--- src/include/irq_router_regs.svh ---
// register offsets, field positions and reset values of the interrupt router
`ifndef IRQ_ROUTER_REGS_SVH
`define IRQ_ROUTER_REGS_SVH

// ----------------------------------------
// register indices (printed offsets) and byte addresses
// ----------------------------------------
`define WAKE_CFG_IDX 8'h2C
`define IRQ_ENABLE_IDX 8'h2D
`define IRQ_ROUTE_IDX 8'h2E
`define SRC_STATUS_IDX 8'h0C
`define IDX_TO_ADDR(i) ({2'h0, (i), 2'h0})

// ----------------------------------------
// wake_source_and_pin_config fields
// ----------------------------------------
`define WAKE_TRANSIENT_BIT 6
`define WAKE_ORIENT_BIT 5
`define WAKE_PULSE_BIT 4
`define WAKE_FALL_BIT 3
`define IRQ_POLARITY_BIT 1
`define IRQ_DRIVE_BIT 0
`define WAKE_CFG_MASK 8'h7B

// ----------------------------------------
// enable and routing fields (same positions in both)
// ----------------------------------------
`define SRC_SLEEP_BIT 7
`define SRC_TRANSIENT_BIT 5
`define SRC_ORIENT_BIT 4
`define SRC_PULSE_BIT 3
`define SRC_FALL_BIT 2
`define SRC_READY_BIT 0
`define SRC_MASK 8'hBD

// ----------------------------------------
// reset values
// ----------------------------------------
`define CFG_RESET 8'h00
`define PRDATA_ZERO 32'h0000_0000

`endif

--- src/include/irq_router_pkg.sv ---
// shared types of the interrupt router
package irq_router_pkg;
   typedef logic [7:0] reg8_t;
   typedef enum logic [2:0]
   {
      APB_IDLE = 3'b001,
      APB_SETUP = 3'b010,
      APB_ACCESS = 3'b100
   } apb_phase_e;
endpackage

--- src/hdl/sensor_interrupt_router.sv ---
// interrupt enable, routing, pad config and wake source selection with apb slave
//
// Our own choice: the APB register port.
`timescale 1ns/1ps
`include "irq_router_regs.svh"

// Operation
// - transient wakes sleep only when allowed
// - orientation wakes sleep only when allowed
// - pulse wakes sleep only when allowed
// - fall/motion wakes sleep only when allowed
// - polarity bit: 0 active low, 1 high
// - drive bit: 0 push-pull, 1 open drain
// - disabled source flags cause no pin activity
// - bit 7 enables sleep/wake transition interrupt
// - bit 5 enables transient interrupt
// - bit 4 enables orientation interrupt
// - bit 3 enables pulse interrupt
// - bit 2 enables fall/motion interrupt
// - bit 0 enables sample ready interrupt
// - all enable bits reset to zero
// - route bit 1 pin one, 0 pin two
// - all route bits reset to zero
// - any routed enabled source asserts pin
// - sleep/wake interrupt on each rate transition
module sensor_interrupt_router
   import irq_router_pkg::*;
(
   input wire logic clk,
   input wire logic srst,
   input wire logic psel,
   input wire logic penable,
   input wire logic pwrite,
   input wire logic [11:0] paddr,
   input wire logic [31:0] pwdata,
   output logic [31:0] prdata,
   output logic pready,
   output logic pslverr,
   input wire logic sleeping,
   input wire logic transient_evt,
   input wire logic orientation_evt,
   input wire logic pulse_evt,
   input wire logic fall_motion_evt,
   input wire logic sample_ready_evt,
   input wire logic irq_pin_one_i,
   input wire logic irq_pin_two_i,
   output logic irq_pin_one_o,
   output logic irq_pin_one_oe_n,
   output logic irq_pin_two_o,
   output logic irq_pin_two_oe_n,
   output logic wake_request,
   output logic [7:0] source_flags
);
   // ----------------------------------------
   // control registers
   // ----------------------------------------
   reg8_t wake_source_and_pin_config_reg;
   reg8_t wake_source_and_pin_config_next;
   reg8_t interrupt_enable_reg;
   reg8_t interrupt_enable_next;
   reg8_t interrupt_pin_routing_reg;
   reg8_t interrupt_pin_routing_next;
   logic [31:0] prdata_next;
   logic pready_next;
   logic pslverr_next;
   logic sel_wake;
   logic sel_en;
   logic sel_route;
   logic sel_src;
   logic access;
   logic commit;

   always_comb
   begin
      access = psel && penable && !pready;
      // a write lands on the edge that completes the transfer, not one before it
      commit = psel && penable && pready && pwrite;
      sel_wake = (paddr == `IDX_TO_ADDR(`WAKE_CFG_IDX));
      sel_en = (paddr == `IDX_TO_ADDR(`IRQ_ENABLE_IDX));
      sel_route = (paddr == `IDX_TO_ADDR(`IRQ_ROUTE_IDX));
      sel_src = (paddr == `IDX_TO_ADDR(`SRC_STATUS_IDX));
      wake_source_and_pin_config_next = wake_source_and_pin_config_reg;
      interrupt_enable_next = interrupt_enable_reg;
      interrupt_pin_routing_next = interrupt_pin_routing_reg;
      prdata_next = `PRDATA_ZERO;
      pready_next = access;
      pslverr_next = 1'b0;
      if (commit)
      begin
         // zero positions are masked so they never hold a one
         if (sel_wake)
         begin
            wake_source_and_pin_config_next = pwdata[7:0] & `WAKE_CFG_MASK;
         end
         if (sel_en)
         begin
            interrupt_enable_next = pwdata[7:0] & `SRC_MASK;
         end
         if (sel_route)
         begin
            interrupt_pin_routing_next = pwdata[7:0] & `SRC_MASK;
         end
      end
      if (access)
      begin
         if (pwrite)
         begin
            pslverr_next = !(sel_wake || sel_en || sel_route);
         end
         else
         begin
            if (sel_wake)
            begin
               prdata_next = {24'h00_0000, wake_source_and_pin_config_reg};
            end
            else if (sel_en)
            begin
               prdata_next = {24'h00_0000, interrupt_enable_reg};
            end
            else if (sel_route)
            begin
               prdata_next = {24'h00_0000, interrupt_pin_routing_reg};
            end
            else if (sel_src)
            begin
               prdata_next = {24'h00_0000, source_flags};
            end
            else
            begin
               pslverr_next = 1'b1;
            end
         end
      end
   end

   always_ff @(posedge clk)
   begin
      if (srst)
      begin
         wake_source_and_pin_config_reg <= `CFG_RESET;
         interrupt_enable_reg <= `CFG_RESET;
         interrupt_pin_routing_reg <= `CFG_RESET;
         prdata <= `PRDATA_ZERO;
         pready <= 1'b0;
         pslverr <= 1'b0;
      end
      else
      begin
         wake_source_and_pin_config_reg <= wake_source_and_pin_config_next;
         interrupt_enable_reg <= interrupt_enable_next;
         interrupt_pin_routing_reg <= interrupt_pin_routing_next;
         prdata <= prdata_next;
         pready <= pready_next;
         pslverr <= pslverr_next;
      end
   end

   // ----------------------------------------
   // source gating and sleep/wake transition event
   // ----------------------------------------
   logic sleeping_reg;
   logic sleeping_next;
   logic sleep_edge;
   logic [7:0] raw_src;
   logic [7:0] gated_src;
   logic [7:0] source_flags_next;
   logic wake_request_next;
   logic sleep_wake_irq_enable;
   logic transient_irq_enable;
   logic orientation_irq_enable;
   logic pulse_irq_enable;
   logic fall_motion_irq_enable;
   logic sample_ready_irq_enable;

   always_comb
   begin
      sleeping_next = sleeping;
      // both directions of the rate change raise the event
      sleep_edge = sleeping ^ sleeping_reg;
      sleep_wake_irq_enable = interrupt_enable_reg[`SRC_SLEEP_BIT];
      transient_irq_enable = interrupt_enable_reg[`SRC_TRANSIENT_BIT];
      orientation_irq_enable = interrupt_enable_reg[`SRC_ORIENT_BIT];
      pulse_irq_enable = interrupt_enable_reg[`SRC_PULSE_BIT];
      fall_motion_irq_enable = interrupt_enable_reg[`SRC_FALL_BIT];
      sample_ready_irq_enable = interrupt_enable_reg[`SRC_READY_BIT];
      raw_src = 8'h00;
      raw_src[`SRC_SLEEP_BIT] = sleep_edge;
      raw_src[`SRC_TRANSIENT_BIT] = transient_evt;
      raw_src[`SRC_ORIENT_BIT] = orientation_evt;
      raw_src[`SRC_PULSE_BIT] = pulse_evt;
      raw_src[`SRC_FALL_BIT] = fall_motion_evt;
      raw_src[`SRC_READY_BIT] = sample_ready_evt;
      gated_src = 8'h00;
      gated_src[`SRC_SLEEP_BIT] = raw_src[`SRC_SLEEP_BIT] & sleep_wake_irq_enable;
      gated_src[`SRC_TRANSIENT_BIT] = raw_src[`SRC_TRANSIENT_BIT] & transient_irq_enable;
      gated_src[`SRC_ORIENT_BIT] = raw_src[`SRC_ORIENT_BIT] & orientation_irq_enable;
      gated_src[`SRC_PULSE_BIT] = raw_src[`SRC_PULSE_BIT] & pulse_irq_enable;
      gated_src[`SRC_FALL_BIT] = raw_src[`SRC_FALL_BIT] & fall_motion_irq_enable;
      gated_src[`SRC_READY_BIT] = raw_src[`SRC_READY_BIT] & sample_ready_irq_enable;
      source_flags_next = gated_src;
      // only functions allowed to wake count while asleep; others are bypassed
      wake_request_next = sleeping && (
         (gated_src[`SRC_TRANSIENT_BIT]
            && wake_source_and_pin_config_reg[`WAKE_TRANSIENT_BIT])
         || (gated_src[`SRC_ORIENT_BIT]
            && wake_source_and_pin_config_reg[`WAKE_ORIENT_BIT])
         || (gated_src[`SRC_PULSE_BIT]
            && wake_source_and_pin_config_reg[`WAKE_PULSE_BIT])
         || (gated_src[`SRC_FALL_BIT]
            && wake_source_and_pin_config_reg[`WAKE_FALL_BIT]));
   end

   always_ff @(posedge clk)
   begin
      if (srst)
      begin
         sleeping_reg <= 1'b0;
         source_flags <= `CFG_RESET;
         wake_request <= 1'b0;
      end
      else
      begin
         sleeping_reg <= sleeping_next;
         source_flags <= source_flags_next;
         wake_request <= wake_request_next;
      end
   end

   // ----------------------------------------
   // pads
   // ----------------------------------------
   irq_pin_driver #(.WIDTH(8)) u_pin_one
   (
      .clk(clk),
      .srst(srst),
      .gated_src(gated_src),
      .route_sel(interrupt_pin_routing_reg),
      .polarity(wake_source_and_pin_config_reg[`IRQ_POLARITY_BIT]),
      .open_drain(wake_source_and_pin_config_reg[`IRQ_DRIVE_BIT]),
      .pin_o(irq_pin_one_o),
      .pin_oe_n(irq_pin_one_oe_n)
   );

   irq_pin_driver #(.WIDTH(8)) u_pin_two
   (
      .clk(clk),
      .srst(srst),
      .gated_src(gated_src),
      .route_sel(~interrupt_pin_routing_reg),
      .polarity(wake_source_and_pin_config_reg[`IRQ_POLARITY_BIT]),
      .open_drain(wake_source_and_pin_config_reg[`IRQ_DRIVE_BIT]),
      .pin_o(irq_pin_two_o),
      .pin_oe_n(irq_pin_two_oe_n)
   );
endmodule // sensor_interrupt_router

--- src/hdl/irq_pin_driver.sv ---
// one interrupt pad: or of routed sources, polarity and drive type
`timescale 1ns/1ps
`include "irq_router_regs.svh"

module irq_pin_driver
   import irq_router_pkg::*;
#(
   parameter int WIDTH = 8
)
(
   input wire logic clk,
   input wire logic srst,
   input wire logic [WIDTH-1:0] gated_src,
   input wire logic [WIDTH-1:0] route_sel,
   input wire logic polarity,
   input wire logic open_drain,
   output logic pin_o,
   output logic pin_oe_n
);
   logic active;
   logic pin_o_next;
   logic pin_oe_n_next;

   always_comb
   begin
      active = |(gated_src & route_sel);
      pin_o_next = polarity ? active : ~active;
      if (open_drain)
      begin
         // open drain only ever pulls to the asserted level; released otherwise
         pin_oe_n_next = ~active;
      end
      else
      begin
         pin_oe_n_next = 1'b0;
      end
   end

   always_ff @(posedge clk)
   begin
      if (srst)
      begin
         pin_o <= 1'b1;
         pin_oe_n <= 1'b0;
      end
      else
      begin
         pin_o <= pin_o_next;
         pin_oe_n <= pin_oe_n_next;
      end
   end
endmodule // irq_pin_driver

--- config.mk ---
export PLATFORM = sky130hd
export DESIGN_NAME = sensor_interrupt_router
export DESIGN_NICKNAME = d
export VERILOG_FILES = /design/src/include/irq_router_pkg.sv /design/src/hdl/sensor_interrupt_router.sv /design/src/hdl/irq_pin_driver.sv
export VERILOG_INCLUDE_DIRS = /design/src /design/src/include
export SDC_FILE = /design/constraint.sdc
export NUM_CORES = 1
export LEC_CHECK = 0
export ABC_AREA = 1
export BUFFER_PORTS_ARGS = -buffer_cell sky130_fd_sc_hd__buf_2
export CAP_MARGIN = 15
export CORE_MARGIN = 1.5
export CORE_UTILIZATION = 50
export CTS_CLUSTER_SIZE = 20
export DETAILED_ROUTE_END_ITERATION = 12
export GPL_TIMING_DRIVEN = 0
export PLACE_DENSITY = 0.87
export SETUP_SLACK_MARGIN = 0.02
export SYNTH_ARGS = -nofsm -noshare
export SYNTH_HDL_FRONTEND = slang
export SYNTH_HIERARCHICAL = 1
export SYNTH_SLANG_ARGS = --single-unit
--- constraint.sdc ---
create_clock -name clk -period 3.1 [get_ports clk]
set_input_delay 0.31 -clock clk [delete_from_list [all_inputs] [get_ports clk]]
set_output_delay 0.31 -clock clk [all_outputs]
set_load 0.01 [all_outputs]
==> impl_summary.log <==
[metrics] outcome: completed
[metrics] number of enable flip-flop cells after synthesis: 0
[metrics] met1 Use GR: 0.257
[metrics] global route hottest layer: met2
[metrics] row cnt: 23
[metrics] launch instance of the worst min-delay path: sleeping
[metrics] total number of H-tree levels: 2
[metrics] count of inserted antenna diode cells: 0
[metrics] number of synthesized register bits: 40
[metrics] standard cell area after detailed placement: about 0.0026 sq mm
[metrics] initial antenna violation count: 0
[metrics] clock root buffer: clkbuf_8
[metrics] Final Hold Violating Endpoints: 0
[metrics] Setup WS post-layout: between 1.5 and 2 ns
[metrics] total clock sinks: 40
[metrics] startpoint of the most critical setup path: pready$_SDFF_PP0_
[metrics] final std cells w/o fill: between 400 and 500
[metrics] Hold/Removal Path Class: in2reg
[metrics] setup repair after global routing missed its margin: false
[metrics] average wire per cell in the routed design: 11.4 um
[metrics] fraction of layout cells with a size suffix above 1: 0.296
[metrics] fin crit share: 0.456
[metrics] clk_skew: 0.00490 ns
[metrics] Hold-fix buffers, CTS: 0
[metrics] critical path data required time: around 3.3 ns
[metrics] sequential cell area in the final layout: between 800 and 900 sq um
[metrics] HPWL reported at the end of detailed placement: between 3000 and 4000 um
[metrics] final hold slack: ~0.25 ns
[metrics] number of flip-flops under the largest register name: 8
[metrics] max frequency: between 0.7 and 0.8 GHz
[metrics] worst-case hold path end point: sleeping_reg$_SDFF_PP0_
[metrics] largest cells by area after synthesis: dfxtp_1 37%, nand2_1 12%, buf_4 9.4%
[metrics] total clock buffers created by CTS: 5
[metrics] number of cells on the worst hold path: 3
[metrics] Final Cell Area: ~0.0027 sq mm
[metrics] Synth-to-Final Area Change: 25.2%
[metrics] Ports: between 100 and 150
[metrics] global route total overflow: 0
[metrics] combined area of the multi-input logic cells: between 0.001 and 0.0015 sq mm
[metrics] Max stage delay on crit path: ~0.4 ns
[metrics] quantity of gates resized following cts: 0
[metrics] setup tns final: 0 ns
[metrics] via count of the first global-routing pass: between 1.5k and 2k
[metrics] total of warnings raised by yosys: 6
[metrics] global routing met3 resource utilization: 0.0601
[metrics] sequence of cells on the critical path: nand2_1 > nor2_2 > nand3_1 > o21ai_0 > a21oi_1
[metrics] Post-Place Cells: roughly 430
[metrics] IO buf count: 50
[metrics] global placer's final weighted congestion: between 0.9 and 1
[metrics] maximum number of pins on one net before global-route repair: 13
[metrics] TritonCTS clock tree: done
[metrics] die area: about 0.0047 sq mm
[metrics] cell taking the most area after synthesis: dfxtp_1
[metrics] r2r startpoint: pready$_SDFF_PP0_
[metrics] slowest stage cell on the critical path: dfxtp_1
[metrics] Final #Nets: 448
[metrics] worst voltage drop across the vdd grid: 152 uV
[metrics] data arrival time of the critical path: roughly 1.6 ns
[metrics] power per unit of standard cell area: 393 mW/mm^2
[metrics] final standard cell utilization of the core: 0.663
[metrics] Worst Reg-to-Reg Cells: 5
[metrics] reg-to-reg endpoint: wake_source_and_pin_config_reg[0]$_SDFFE_PP0P_
[metrics] Power Total: 1.06 mW
[metrics] total of endpoints with negative setup slack in the final report: 0
[metrics] most used flip-flop cell after synthesis: dfxtp_1
[metrics] max-capacitance violation count: 0
[metrics] Worst Setup Start Kind: flop
[metrics] Async S/R FF share, synth: 0
[metrics] Filler Cells Inserted: 326
[metrics] core area: about 0.0041 sq mm
[metrics] number of instances in the synthesized netlist: slightly above 300
[metrics] wirelength, routed: ~5000 um
[metrics] DIE HEIGHT: roughly 69 um
[metrics] antenna-violating nets left: 0
[metrics] share of synthesized area occupied by flip-flops and latches: 0.373
[metrics] setup slack after placement: 1.58 ns
[metrics] count of different cell masters after synthesis: 28
[metrics] Initial Util: 0.529
[metrics] cell with the most instances after synthesis: nand2_1
[metrics] clock latency at the later pin of the worst-skew pair: ~0.30 ns
[metrics] endpoint class of the critical path: flop
[metrics] Slew Limit Fails: 0
[metrics] wire length of the first global-routing pass: around 8000 um
[metrics] # DRC: 0
[metrics] overall fraction of global-route tracks in use: 0.233
[metrics] Avg Synthesized Cell Area: roughly 7.1 sq um
[metrics] die span in x: 68.6 um
[metrics] minimum clock period: approximately 1.4 ns
[metrics] top cell types by occurrence after synthesis: 70 x nand2_1, 43 x inv_1, 40 x dfxtp_1
[metrics] Worst R2R Setup Slack: 1.69 ns
[metrics] drt pass-1 iters: 6
[metrics] largest fanout of any net on the critical path: 6
[metrics] crit path kind: reg2reg
[metrics] maximum root-to-sink buffer count: 2
[metrics] setup fix buffers added after clock tree synthesis: 0
[metrics] clock slew at the register clock pins of the worst setup and hold paths: 0.08 ns
[metrics] via count normalized by instance count: approximately 4.7
[metrics] Largest Register: prdata
[metrics] reported leakage power: about 1.4 nW
[metrics] Global Route met2 Usage: 0.429
[metrics] drt initial violations: 146
[metrics] total via count after detailed routing: 2060
[metrics] area share of the largest cell type after synthesis: 0.373
[metrics] cell area after technology mapping: 0.00215 sq mm
## worst max-delay path, delay by kind of cell, from the launching register on
family           cells  cell delay, ns
AND/OR/NAND/NOR      3            0.60
flip-flops           1            0.40
AO/OA/AOI/OAI        2            0.29
## logic make-up after synthesis
kind of cell | after synthesis | share of synthesized area
flops | 40 | 0.373
other cells | 2 | 0.00350
buf+inv | 77 | 0.189
compound gates | 45 | 0.112
simple gates | 138 | 0.323
## worst max-delay path by stage
stage / to / slack (ns)
after CTS: wake_source_and_pin_config_reg[0]$_SDFFE_PP0P_ / 1.71
after global routing: wake_source_and_pin_config_reg[0]$_SDFFE_PP0P_ / 1.60
after floorplan: interrupt_pin_routing_reg[0]$_SDFFE_PP0P_ / 1.84
after global placement: wake_source_and_pin_config_reg[0]$_SDFFE_PP0P_ / 1.66
after detailed placement: wake_source_and_pin_config_reg[0]$_SDFFE_PP0P_ / 1.58
final: wake_source_and_pin_config_reg[0]$_SDFFE_PP0P_ / 1.69
## final cells by class
class	instances	area share
inverter	47	0.0656
sequential	40	0.298
buffer	30	0.0852
multi-input combinational	217	0.395
tap	50	0.0233
clock buffer	6	0.0270
timing repair buffer	50	0.0931
clock inverter	2	0.0130
## placed cells by master (no fill, tap or decap), drive strengths merged
| cell type | n |
|---|---|
| a21oi | 20 |
| nand2 | 75 |
| buf | 79 |
| clkinv | 1 |
| conb | 34 |
| nor4 | 1 |
| o22ai | 2 |
| clkbuf | 7 |
| o21ai | 22 |
| dfxtp | 40 |
| nand3 | 18 |
| nor3 | 3 |
| nor2 | 35 |
| inv | 47 |
| nand4 | 6 |
| o21a | 1 |
| bufinv | 1 |
## per-layer routing
metal,vias to the layer above,part of all wire
li1,1061,-
met1,892,0.38
met2,96,0.51
met3,11,0.089
met4,0,0.019
met5,-,0
## power by group
part,internal (mW),switching [mW]
Clock,0.239,0.183
Sequential,0.517,0.00142
Combinational,0.0516,0.0651
Power figures use the tool's default switching activity.
